### config.mk
export PLATFORM = sky130hd
export DESIGN_NAME = mih_handshake
export DESIGN_NICKNAME = d
export VERILOG_FILES = /design/src/mih_pkg.sv /design/src/mih_handshake.sv /design/src/mih_param_mem.sv
export SDC_FILE = /design/constraint.sdc
export NUM_CORES = 2
export LEC_CHECK = 0
export BUFFER_PORTS_ARGS = -buffer_cell sky130_fd_sc_hd__buf_2
export CAP_MARGIN = 20
export CORE_ASPECT_RATIO = 1.2
export CORE_MARGIN = 8
export CORE_UTILIZATION = 45
export DETAILED_ROUTE_END_ITERATION = 6
export PLACE_DENSITY = 0.58
export SLEW_MARGIN = 40
export SYNTH_ARGS = -nofsm -noshare
export SYNTH_HDL_FRONTEND = slang
export SYNTH_SLANG_ARGS = --single-unit
### constraint.sdc
create_clock -name clk_sys -period 3.4 [get_ports clk_sys]
set_input_delay 0.34 -clock clk_sys [delete_from_list [all_inputs] [get_ports clk_sys]]
set_output_delay 0.34 -clock clk_sys [all_outputs]
set_load 0.02 [all_outputs]
### src/mih_pkg.sv
package mih_pkg;

    // ----------------------------------------
    // Timing
    // ----------------------------------------
    localparam int CLK_MHZ = 250;
    localparam int TROUBLE_CLEAR_MS = 1500;
    localparam int TROUBLE_CLEAR_CYC = TROUBLE_CLEAR_MS * 1000 * CLK_MHZ;

    // ----------------------------------------
    // Response codes and reset values
    // ----------------------------------------
    localparam logic [15:0] RESP_OK = 16'h0000;
    localparam logic [15:0] RESP_BAD_MON = 16'h0001;
    localparam logic [15:0] RESP_BAD_INSTR = 16'h0002;
    localparam logic [15:0] RESP_BAD_DATA = 16'h0003;
    localparam logic [15:0] WORD_RST = 16'h0000;

    // ----------------------------------------
    // Instruction code split
    // ----------------------------------------
    localparam logic [15:0] READ_CODE_MAX = 16'h0aff;
    localparam int TABLE_ADDR_W = 8;

    // ----------------------------------------
    // Carriers
    // ----------------------------------------
    typedef struct packed {
        logic [15:0] monitor_code_one;
        logic [15:0] monitor_code_two;
        logic [15:0] instruction_word;
        logic [15:0] write_payload;
    } mih_in_words_t;

    typedef struct packed {
        logic [15:0] monitor_value_one;
        logic [15:0] monitor_value_two;
        logic [15:0] response_status;
        logic [15:0] read_result;
        logic [15:0] monitor_two_low_out;
        logic [15:0] monitor_two_high_out;
    } mih_out_words_t;

    typedef struct packed {
        logic ok;
        logic wide;
        logic [31:0] value;
    } mih_mon_t;

endpackage

### src/mih_handshake.sv
`timescale 1ns/1ps
// Summary of operation
// RULE1: Trouble flag clears about 1.5 s after power-up when no alarm present.
// RULE2: Ready flag on after power-up; off on trouble or held reset request; code drops it on alarm only, not in the power-up trouble window.
// RULE3: Monitor request loads first monitor word and raises monitor done together.
// RULE4: One station: second monitor value returned in second output word.
// RULE5: Two stations: second monitor value returned in sixth output word; code returns it in the fifth word.
// RULE6: Two stations, 32-bit first monitor: low and upper halves in words one, two.
// RULE7: Two stations, 32-bit second monitor: low in sixth, upper in seventh word; code puts low in fifth, upper in sixth word.
// RULE8: Instruction request executes code, then instruction done flag rises.
// RULE9: Write data stored on instruction request, done raised after write completes.
// RULE10: Response word is 0000 when all input codes executed without error.
// RULE11: Unsupported code or bad data puts an error code in response word; code flags unsupported codes only and never checks write data.
// RULE12: Read instruction result placed in read word on completion.
// RULE13: Unsupported monitor code zeroes all monitor data words.
// RULE14: Unsupported read code zeroes the read result word.
// RULE15: Upper monitor word is sign extension when value has no upper part.
// RULE16: Done flags drop after request removed; master holds request until done.
module mih_handshake #(
    parameter int TROUBLE_CYC = mih_pkg::TROUBLE_CLEAR_CYC,
    parameter int AW = mih_pkg::TABLE_ADDR_W
) (
    clk_sys,
    sys_rst,
    two_stations,
    alarm_active,
    in_words,
    monitor_request_flag,
    instruction_request_flag,
    reset_request_single,
    reset_request_dual,
    mon_sel_one,
    mon_sel_two,
    mon_one,
    mon_two,
    out_words,
    monitor_done_flag,
    instruction_done_flag,
    trouble_flag,
    comm_ready_flag
);
    input wire logic clk_sys;
    input wire logic sys_rst;
    input wire logic two_stations;
    input wire logic alarm_active;
    input wire mih_pkg::mih_in_words_t in_words;
    input wire logic monitor_request_flag;
    input wire logic instruction_request_flag;
    input wire logic reset_request_single;
    input wire logic reset_request_dual;
    output logic [15:0] mon_sel_one;
    output logic [15:0] mon_sel_two;
    input wire mih_pkg::mih_mon_t mon_one;
    input wire mih_pkg::mih_mon_t mon_two;
    output mih_pkg::mih_out_words_t out_words;
    output logic monitor_done_flag;
    output logic instruction_done_flag;
    output logic trouble_flag;
    output logic comm_ready_flag;

    // ----------------------------------------
    // Power-up trouble window
    // ----------------------------------------
    logic [31:0] pwr_cnt_reg;
    logic pwr_done_reg;

    always_ff @(posedge clk_sys) begin
        if (sys_rst) begin
            pwr_cnt_reg <= 32'h0000_0000;
            pwr_done_reg <= 1'b0;
        end else if (!pwr_done_reg) begin
            pwr_cnt_reg <= pwr_cnt_reg + 32'h0000_0001;
            if (pwr_cnt_reg >= 32'(TROUBLE_CYC - 1)) begin
                pwr_done_reg <= 1'b1;
            end
        end
    end

    always_ff @(posedge clk_sys) begin
        if (sys_rst) begin
            trouble_flag <= 1'b1;
        end else begin
            trouble_flag <= !pwr_done_reg || alarm_active; // [RULE1]
        end
    end

    logic rst_req;
    assign rst_req = two_stations ? reset_request_dual : reset_request_single;

    always_ff @(posedge clk_sys) begin
        if (sys_rst) begin
            comm_ready_flag <= 1'b0;
        end else begin
            comm_ready_flag <= !alarm_active && !rst_req; // [RULE2]
        end
    end

    // ----------------------------------------
    // Monitor exchange
    // ----------------------------------------
    logic mon_err_reg;
    logic instr_err_reg;
    logic mon_take;
    logic mon_bad;
    logic [15:0] mon_word_one_reg;
    logic [15:0] mon_word_two_reg;
    logic [15:0] mon_low_out_reg;
    logic [15:0] mon_high_out_reg;
    logic [15:0] mon_word_one_next;
    logic [15:0] mon_word_two_next;
    logic [15:0] mon_low_out_next;
    logic [15:0] mon_high_out_next;
    logic [15:0] resp_reg;
    logic [15:0] resp_next;
    logic [15:0] read_reg;

    assign mon_sel_one = in_words.monitor_code_one;
    assign mon_sel_two = in_words.monitor_code_two;
    assign mon_take = monitor_request_flag && !monitor_done_flag;
    assign mon_bad = !mon_one.ok || !mon_two.ok;

    function automatic logic [15:0] upper_word(input mih_pkg::mih_mon_t m);
        if (m.wide) begin
            upper_word = m.value[31:16];
        end else begin
            upper_word = {16{m.value[15]}}; // [RULE15]
        end
    endfunction

    always_comb begin
        mon_word_one_next = mon_one.value[15:0]; // [RULE3]
        mon_word_two_next = mon_two.value[15:0]; // [RULE4]
        mon_low_out_next = mih_pkg::WORD_RST;
        mon_high_out_next = mih_pkg::WORD_RST;
        if (mon_bad) begin
            mon_word_one_next = mih_pkg::WORD_RST; // [RULE13]
            mon_word_two_next = mih_pkg::WORD_RST;
        end else if (two_stations) begin
            mon_word_two_next = upper_word(mon_one); // [RULE6]
            mon_low_out_next = mon_two.value[15:0]; // [RULE5] [RULE7]
            mon_high_out_next = upper_word(mon_two); // [RULE7]
        end
    end

    always_ff @(posedge clk_sys) begin
        if (sys_rst) begin
            monitor_done_flag <= 1'b0;
        end else if (mon_take) begin
            monitor_done_flag <= 1'b1; // [RULE3]
        end else if (!monitor_request_flag) begin
            monitor_done_flag <= 1'b0; // [RULE16]
        end
    end

    always_ff @(posedge clk_sys) begin
        if (sys_rst) begin
            mon_word_one_reg <= mih_pkg::WORD_RST;
            mon_word_two_reg <= mih_pkg::WORD_RST;
            mon_low_out_reg <= mih_pkg::WORD_RST;
            mon_high_out_reg <= mih_pkg::WORD_RST;
        end else if (mon_take) begin
            mon_word_one_reg <= mon_word_one_next; // [RULE3]
            mon_word_two_reg <= mon_word_two_next;
            mon_low_out_reg <= mon_low_out_next; // [RULE5]
            mon_high_out_reg <= mon_high_out_next;
        end
    end

    always_ff @(posedge clk_sys) begin
        if (sys_rst) begin
            mon_err_reg <= 1'b0;
        end else if (mon_take) begin
            mon_err_reg <= mon_bad; // [RULE11]
        end
    end

    // ----------------------------------------
    // Instruction state machine
    // ----------------------------------------
    typedef enum logic [3:0] {
        MIH_IDLE = 4'b0001,
        MIH_EXEC = 4'b0010,
        MIH_FETCH = 4'b0100,
        MIH_DONE = 4'b1000
    } mih_state_t;

    mih_state_t state_reg;
    logic mem_we;
    logic [15:0] mem_rdata;
    logic is_read;
    logic is_write;
    logic code_ok;

    assign is_read = in_words.instruction_word <= mih_pkg::READ_CODE_MAX;
    assign is_write = !is_read && (in_words.instruction_word[15:AW] == {(16 - AW){1'b0}}
        || in_words.instruction_word[15:8] == 8'h12);
    assign code_ok = is_read || is_write;
    assign mem_we = (state_reg == MIH_EXEC) && is_write && code_ok; // [RULE9]

    mih_param_mem #(
        .AW(AW)
    ) u_mem (
        .clk_sys(clk_sys),
        .we(mem_we),
        .addr(in_words.instruction_word[AW-1:0]),
        .wdata(in_words.write_payload),
        .rdata(mem_rdata)
    );

    mih_state_t state_next;
    logic instr_release;

    assign instr_release = !instruction_request_flag && instruction_done_flag;

    always_comb begin
        state_next = state_reg;
        unique case (state_reg)
            MIH_IDLE: begin
                if (instruction_request_flag) begin
                    state_next = MIH_EXEC; // [RULE8]
                end
            end
            MIH_EXEC: begin
                if (code_ok) begin
                    state_next = MIH_FETCH;
                end else begin
                    state_next = MIH_DONE;
                end
            end
            MIH_FETCH: begin
                state_next = MIH_DONE;
            end
            MIH_DONE: begin
                if (instr_release) begin
                    state_next = MIH_IDLE; // [RULE16]
                end
            end
        endcase
    end

    always_ff @(posedge clk_sys) begin
        if (sys_rst) begin
            state_reg <= MIH_IDLE;
        end else begin
            state_reg <= state_next;
        end
    end

    always_ff @(posedge clk_sys) begin
        if (sys_rst) begin
            instruction_done_flag <= 1'b0;
        end else if (state_reg == MIH_DONE && instr_release) begin
            instruction_done_flag <= 1'b0; // [RULE16]
        end else if (state_reg == MIH_DONE) begin
            instruction_done_flag <= 1'b1; // [RULE8] [RULE9]
        end
    end

    always_ff @(posedge clk_sys) begin
        if (sys_rst) begin
            instr_err_reg <= 1'b0;
        end else if (state_reg == MIH_EXEC) begin
            instr_err_reg <= !code_ok; // [RULE11]
        end
    end

    always_ff @(posedge clk_sys) begin
        if (sys_rst) begin
            read_reg <= mih_pkg::WORD_RST;
        end else if (state_reg == MIH_EXEC && !code_ok) begin
            read_reg <= mih_pkg::WORD_RST; // [RULE14]
        end else if (state_reg == MIH_FETCH && is_read) begin
            read_reg <= mem_rdata; // [RULE12]
        end
    end

    // ----------------------------------------
    // Response word
    // ----------------------------------------
    always_comb begin
        resp_next = mih_pkg::RESP_OK; // [RULE10]
        if (mon_err_reg) begin
            resp_next = mih_pkg::RESP_BAD_MON; // [RULE11]
        end else if (instr_err_reg) begin
            resp_next = mih_pkg::RESP_BAD_INSTR; // [RULE11]
        end
    end

    always_ff @(posedge clk_sys) begin
        if (sys_rst) begin
            resp_reg <= mih_pkg::RESP_OK;
        end else begin
            resp_reg <= resp_next;
        end
    end

    // ----------------------------------------
    // Output word carrier
    // ----------------------------------------
    assign out_words = {mon_word_one_reg, mon_word_two_reg, resp_reg, read_reg,
        mon_low_out_reg, mon_high_out_reg};
endmodule

### src/mih_param_mem.sv
`timescale 1ns/1ps
module mih_param_mem #(
    parameter int AW = 8
) (
    clk_sys,
    we,
    addr,
    wdata,
    rdata
);
    input wire logic clk_sys;
    input wire logic we;
    input wire logic [AW-1:0] addr;
    input wire logic [15:0] wdata;
    output logic [15:0] rdata;

    logic [15:0] mem [0:(1<<AW)-1];

    // ----------------------------------------
    // Registered read
    // ----------------------------------------
    always_ff @(posedge clk_sys) begin
        if (we) begin
            mem[addr] <= wdata;
        end
        rdata <= mem[addr];
    end
endmodule

== Word-level counts from Yosys, hierarchy flattened ==
Memory sizes are Yosys's and may differ from the RTL's. A register that Yosys moved wholly into a read port is not among the register bits.
Index checks and enable logic that the tools add are counted.

* $lt $le $gt $ge: 2
* Eq/ne operators: 8
* Reduce and logical (&&, ||, !) cells: 27
* Add/sub/neg operators: 1
* Multiplexer cells: 22

{| class="wikitable"
|+ Operators by type and width
! operator !! count
|-
| $mux W16 || 9
|-
| $add A32 B1 Y32 const B || 1
|-
| $ge A32 B29 Y1 const B || 1
|-
| $le A16 B12 Y1 const B || 1
|-
| $pmux W4 S4 || 1
|-
| $mux W4 || 3
|-
| $logic_and A1 B1 Y1 || 9
|-
| $logic_not A1 Y1 || 9
|-
| $eq A8 B5 Y1 const B || 1
|-
| $logic_not A8 Y1 || 1
|-
| $mux W1 || 8
|-
| $reduce_or A2 Y1 || 3
|-
| $eq A4 B1 Y1 const B || 1
|-
| $eq A4 B2 Y1 const B || 1
|-
| $eq A4 B3 Y1 const B || 1
|-
| $eq A4 B4 Y1 const B || 1
|-
| $logic_or A1 B1 Y1 || 4
|-
| $ne A2 B2 Y1 const B || 2
|-
| $mux W2 || 1
|-
| $ne A2 B1 Y1 const B || 1
|-
| $reduce_and A2 Y1 || 1
|}

* Output and inout bits: 132
* Register bits after elaboration: 125
* Memories: 1
* Input port bits: 140
* Bits in writable memories: 4096

{| class="wikitable"
|+ Memory list
! name !! words !! bits a word !! rd ports !! clocked after Yosys merged registers in !! write ports !! RTL line !! source
|-
| u_mem.mem || 256 || 16 || 1 || 1 || 1 || mih_param_mem.sv:17 || <nowiki>logic [15:0] mem [0:(1<<AW)-1];</nowiki>
|}

== Longest topological paths before layout ==
* Depth in word-level cells: 7
* Gate-level depth with buffers: 11
* Gate-level depth less buffers: 8

== By module ==
Synthesis repeated with hierarchy kept, for this count alone.

* Cells, all modules: 7365
* Area total of the unflattened synthesis: 161025.7 sq um

{| class="wikitable"
|+ By module, submodules not included
! module !! seq. area each (sq um) !! times used !! cells an instance !! area each (sq um)
|-
| mih_param_mem || 123318.3 || 1 || 6727 || 155399.0
|-
| mih_handshake || 2502.4 || 1 || 638 || 5626.6
|}

== Worst setup path before layout ==
No wires, ideal clock.

* Path type: input port to flip-flop
* Start point: input in_words[18] in the netlist's numbering
* End point: memory u_mem.mem[223][0], enable pin
* Stages: 6
* Path slack: 268 ps
* Buffers on the path: 3
* Arrival: 2723 ps
* Data required time: 2991 ps
* Library setup time: 409 ps
* Path through: and2_1 > clkbuf_1 > clkbuf_1 > buf_1 > nand4_1 > nor3_1

* Cells in the longest elaborated chain, start to end: 7
* Elaborated cells between the ends (all ways): 8
* Classes of those cells: order compare: 1; mux: 2; reduce/logical: 5

{| class="wikitable"
|+ RTL lines
! what !! RTL line !! source
|-
| start: declaration || mih_handshake.sv:46 || <nowiki>input wire mih_pkg::mih_in_words_t in_words;</nowiki>
|-
| $le A16 B12 Y1 || mih_handshake.sv:194 || <nowiki>assign is_read = in_words.instruction_word <= mih_pkg::READ_CODE_MAX;</nowiki>
|-
| $logic_not A1 Y1 || mih_handshake.sv:195 || <nowiki>assign is_write = !is_read && (in_words.instruction_word[15:AW] == {(16 - AW){1'b0}}</nowiki>
|-
| $logic_and A1 B1 Y1 || mih_handshake.sv:195 ||
|-
| $logic_and A1 B1 Y1 or $logic_or A1 B1 Y1 (tied branches) || mih_handshake.sv:198, mih_handshake.sv:197 ||
|-
| $logic_and A1 B1 Y1 || mih_handshake.sv:198 || <nowiki>assign mem_we = (state_reg == MIH_EXEC) && is_write && code_ok;</nowiki>
|-
| $mux W1 || mih_param_mem.sv:23 || <nowiki>if (we) begin</nowiki>
|-
| $mux W1 (implied by the code) || mih_param_mem.sv:24 || <nowiki>mem[addr] <= wdata;</nowiki>
|-
| end: declaration || mih_param_mem.sv:17 ||
|}

Several ways; a longest one is shown, not always the timed one.

==> results_dict.tcl <==
set metrics [dict create \
    outcome "completed" \
    skew_ns 0.06161 \
    path_class "reg2reg" \
    drcViolationCount 0 \
    reg2reg_slack_ns 0.14 \
    reg2reg_depth 9 \
    cts_buffers 416 \
    synthAdderAreaFrac_pct 0.007787 \
    yosysWarnings 0 \
    place_congestion 0.8475 \
    dp_cells 12560 \
    power.total_uw 109300 \
    rsz0062_at_grt "false" \
    routed_wl_um 427500 \
    synthSimpleGateAreaFrac_pct 1.582 \
    stdcell_area_um2 191200 \
    maxCapViolations 0 \
    grt_pass1_vias 83210 \
    critPathCaptureType "flip-flop" \
    port_buffers 193 \
    vias_per_cell 6.012 \
    ys_top_cells_by_area "edfxtp_1 (77%), mux4_2 (14%), dfxtp_1 (1.8%)" \
    crit_family "compound AO/OA/AOI/OAI gates" \
    drt_iter0_markers 8920 \
    ctsHtreeMaxLevel 5 \
    setup_viol 0 \
    maxSlewHeadroom_pct 32.89 \
    finalHoldViolations 0 \
    dp_hpwl_um 264400 \
    power.leakage_uw 0.06046 \
    fin_cells 13480 \
    num_rows 240 \
    crit_slowest_cell "mux4_2" \
    grt_usage_pct 22.23 \
    cts_tree "built" \
    hold_path_depth 7 \
    grt-ovfl-total 0 \
    final_util_pct 53.73 \
    cp.required_ns 4.19 \
    start_util_pct 45.15 \
    min_period_ns 3.261 \
    layout_commonest_cell "edfxtp_1" \
    worstHoldStart "in_words[29]" \
    place_worst_setup_slack_ns -0.6820 \
    crit_fanout 1 \
    yosysTopAreaCellShare_pct 76.55 \
    syn_avg_cell_area_um2 21.96 \
    clock-root-buffer "clkbuf_16" \
    clkSlewWorstSetupHoldPaths_ns 0.06 \
    synth_top_family_by_area "multiplexers" \
    synth_top_cell_by_area "edfxtp_1" \
    final_nets 8549 \
    power_density_nw_per_um2 571.7 \
    vias 81030 \
    dieArea_um2 376500 \
    layout_common_cells "edfxtp_1 (4096), mux4_2 (1024), buf_4 (475)" \
    maxSlewViolCount 0 \
    fmax_ghz 0.3067 \
    postRouteAntennaNets 0 \
    min_path_type "in2reg" \
    worstPathArrival_ns 4.05 \
    die_x_um 561.5 \
    cts_setup_buffers 0 \
    synth_xor_area_share_pct 0.1254 \
    crit_buf_inv 2 \
    slowest_delay_ns 0.51 \
    grt_pass1_wl_um 612000 \
    largest_register_ffs 4096 \
    reg2reg_to "u_mem.rdata[0]$_DFF_P_" \
    cp_cell_sequence "mux4_2, a22oi_1, a21oi_1, nor2_1, buf_4, o221ai_1, buf_4, a22oi_1, o211ai_1" \
    irDropWorstVdd_uv 437.6 \
    die_height_um 670.6 \
    synthMuxAreaShare_pct 14.36 \
    r2r-start "u_mem.mem[175][0]$_DFFE_PP_" \
    drive_gt1_share_pct 30.57 \
    grt_max_degree 114 \
    antenna_found_initial 17 \
    seq_area_frac_synth_pct 78.31 \
    synth.distinct_cells 45 \
    dpl_cell_area_um2 176000 \
    cts_buffer_depth 4 \
    post-route-period-util_pct 95.90 \
    synthToLayoutAreaGrowth_pct 19.00 \
    worst_setup_path_start_kind "flip-flop" \
    syn_inst 7315 \
    tightest_slew_ns 1.007 \
    wl_per_cell_um 31.72 \
    syn_area_um2 160700 \
    synth_compound_area_share_pct 4.129 \
    coreArea_um2 355800 \
    dr.pass1.iters 6 \
    clock-sinks 4237 \
    ios 272 \
    clk_latency_ns 0.98 \
    synth-seq-cells 4237 \
    min_to "read_reg[15]$_SDFFE_PP0P_" \
    timing.final.ws_setup_ns 0.1393 \
]
-- per-stage QoR --
step,TNS [ns],hold WS (ns)
6_report,0,0.1423
5_1_grt,0,0.1110
4_1_cts,0,0.05428
3_5_place_dp,-5.109,0.4224
3_3_place_gp,-5.960,0.4112
2_1_floorplan,0,0.3979
-- synthesized netlist by cell type, drive strengths merged --
master / count
nor2b: 16
nor3b: 1
and3: 7
a22o: 160
buf: 237
xnor2: 6
nor2: 404
o41ai: 1
or2: 2
dfxtp: 141
o21ai: 44
mux2i: 1
nor4b: 1
or3b: 1
nand2: 83
nor3: 27
and2: 6
a22oi: 240
nor4: 3
a2111oi: 1
a221oi: 161
or4: 2
o22ai: 48
ha: 1
nand3: 31
o221ai: 32
clkbuf: 259
edfxtp: 4096
o31ai: 1
or4b: 1
nand4b: 2
nand4: 6
inv: 5
o211ai: 16
a31oi: 1
mux4: 1024
nand2b: 6
or3: 11
xor2: 17
a211oi: 3
a21oi: 209
conb: 1
-- worst max-delay path by stage --
stage / start / endpoint / cells after the start
floorplan: in_words[18] / u_mem.mem[223][0]$_DFFE_PP_ / 6
detailed placement: in_words[16] / u_mem.rdata[6]$_DFF_P_ / 10
CTS: u_mem.mem[175][0]$_DFFE_PP_ / u_mem.rdata[0]$_DFF_P_ / 9
finish: u_mem.mem[175][0]$_DFFE_PP_ / u_mem.rdata[0]$_DFF_P_ / 9
global placement: in_words[16] / u_mem.rdata[6]$_DFF_P_ / 10
global route: state_reg[1]$_SDFFE_PP0P_ / u_mem.mem[72][13]$_DFFE_PP_ / 7
-- tightest hold or removal path: stages --
cell and delay (ns):
buf_2 0.10, nor3_1 0.05, nand3_1 0.09, nor3_2 0.04
buf_4 0.22, nand2_1 0.12, a21oi_1 0.06
-- where the power goes --
part	switching (uW)	internal, uW
logic	3520	2280
clock network	19600	26600
registers	43.5	57200
-- logic make-up (layout without fill, tap and decap cells) --
family                   after synthesis  count (layout)
AND/OR/NAND/NOR                      610             610
buffers and inverters                501            1928
XOR/XNOR                              23              23
other                                  1              17
AO/OA/AOI/OAI                        917             917
adder cells (fa/ha/maj)                1               1
flip-flops                          4237            4237
multiplexers                        1025            1025
-- metal layers --
| layer | vias up | global-route usage [%] | share of wire (%) |
|---|---|---|---|
| li1 | 33330 | - | - |
| met1 | 43730 | 29.88 | 39 |
| met2 | 3329 | 37.62 | 50 |
| met3 | 644 | 3.159 | 6.6 |
| met4 | 2 | 7.393 | 3.7 |
| met5 | - | 0 | 0.0021 |
-- area by class of cell --
cell class / instances / area, um^2
fillers: 26900 / 164600
flip-flops and latches: 4237 / 125800
multi-input cells: 2590 / 32690
repair buffers: 1158 / 13110
clock buffers: 516 / 11070
well taps: 4719 / 5904
clock inverters: 249 / 2582
inverters: 5 / 18.77
diodes: 3 / 7.507
-- timing repair --
action,4_1_cts,5_1_grt
resized for setup,0,1
endpoints found under the setup margin,0,16
endpoints found under the hold margin,1106,0
hold buffers,150,0
Note: power is estimated with default switching activity, not from simulation.
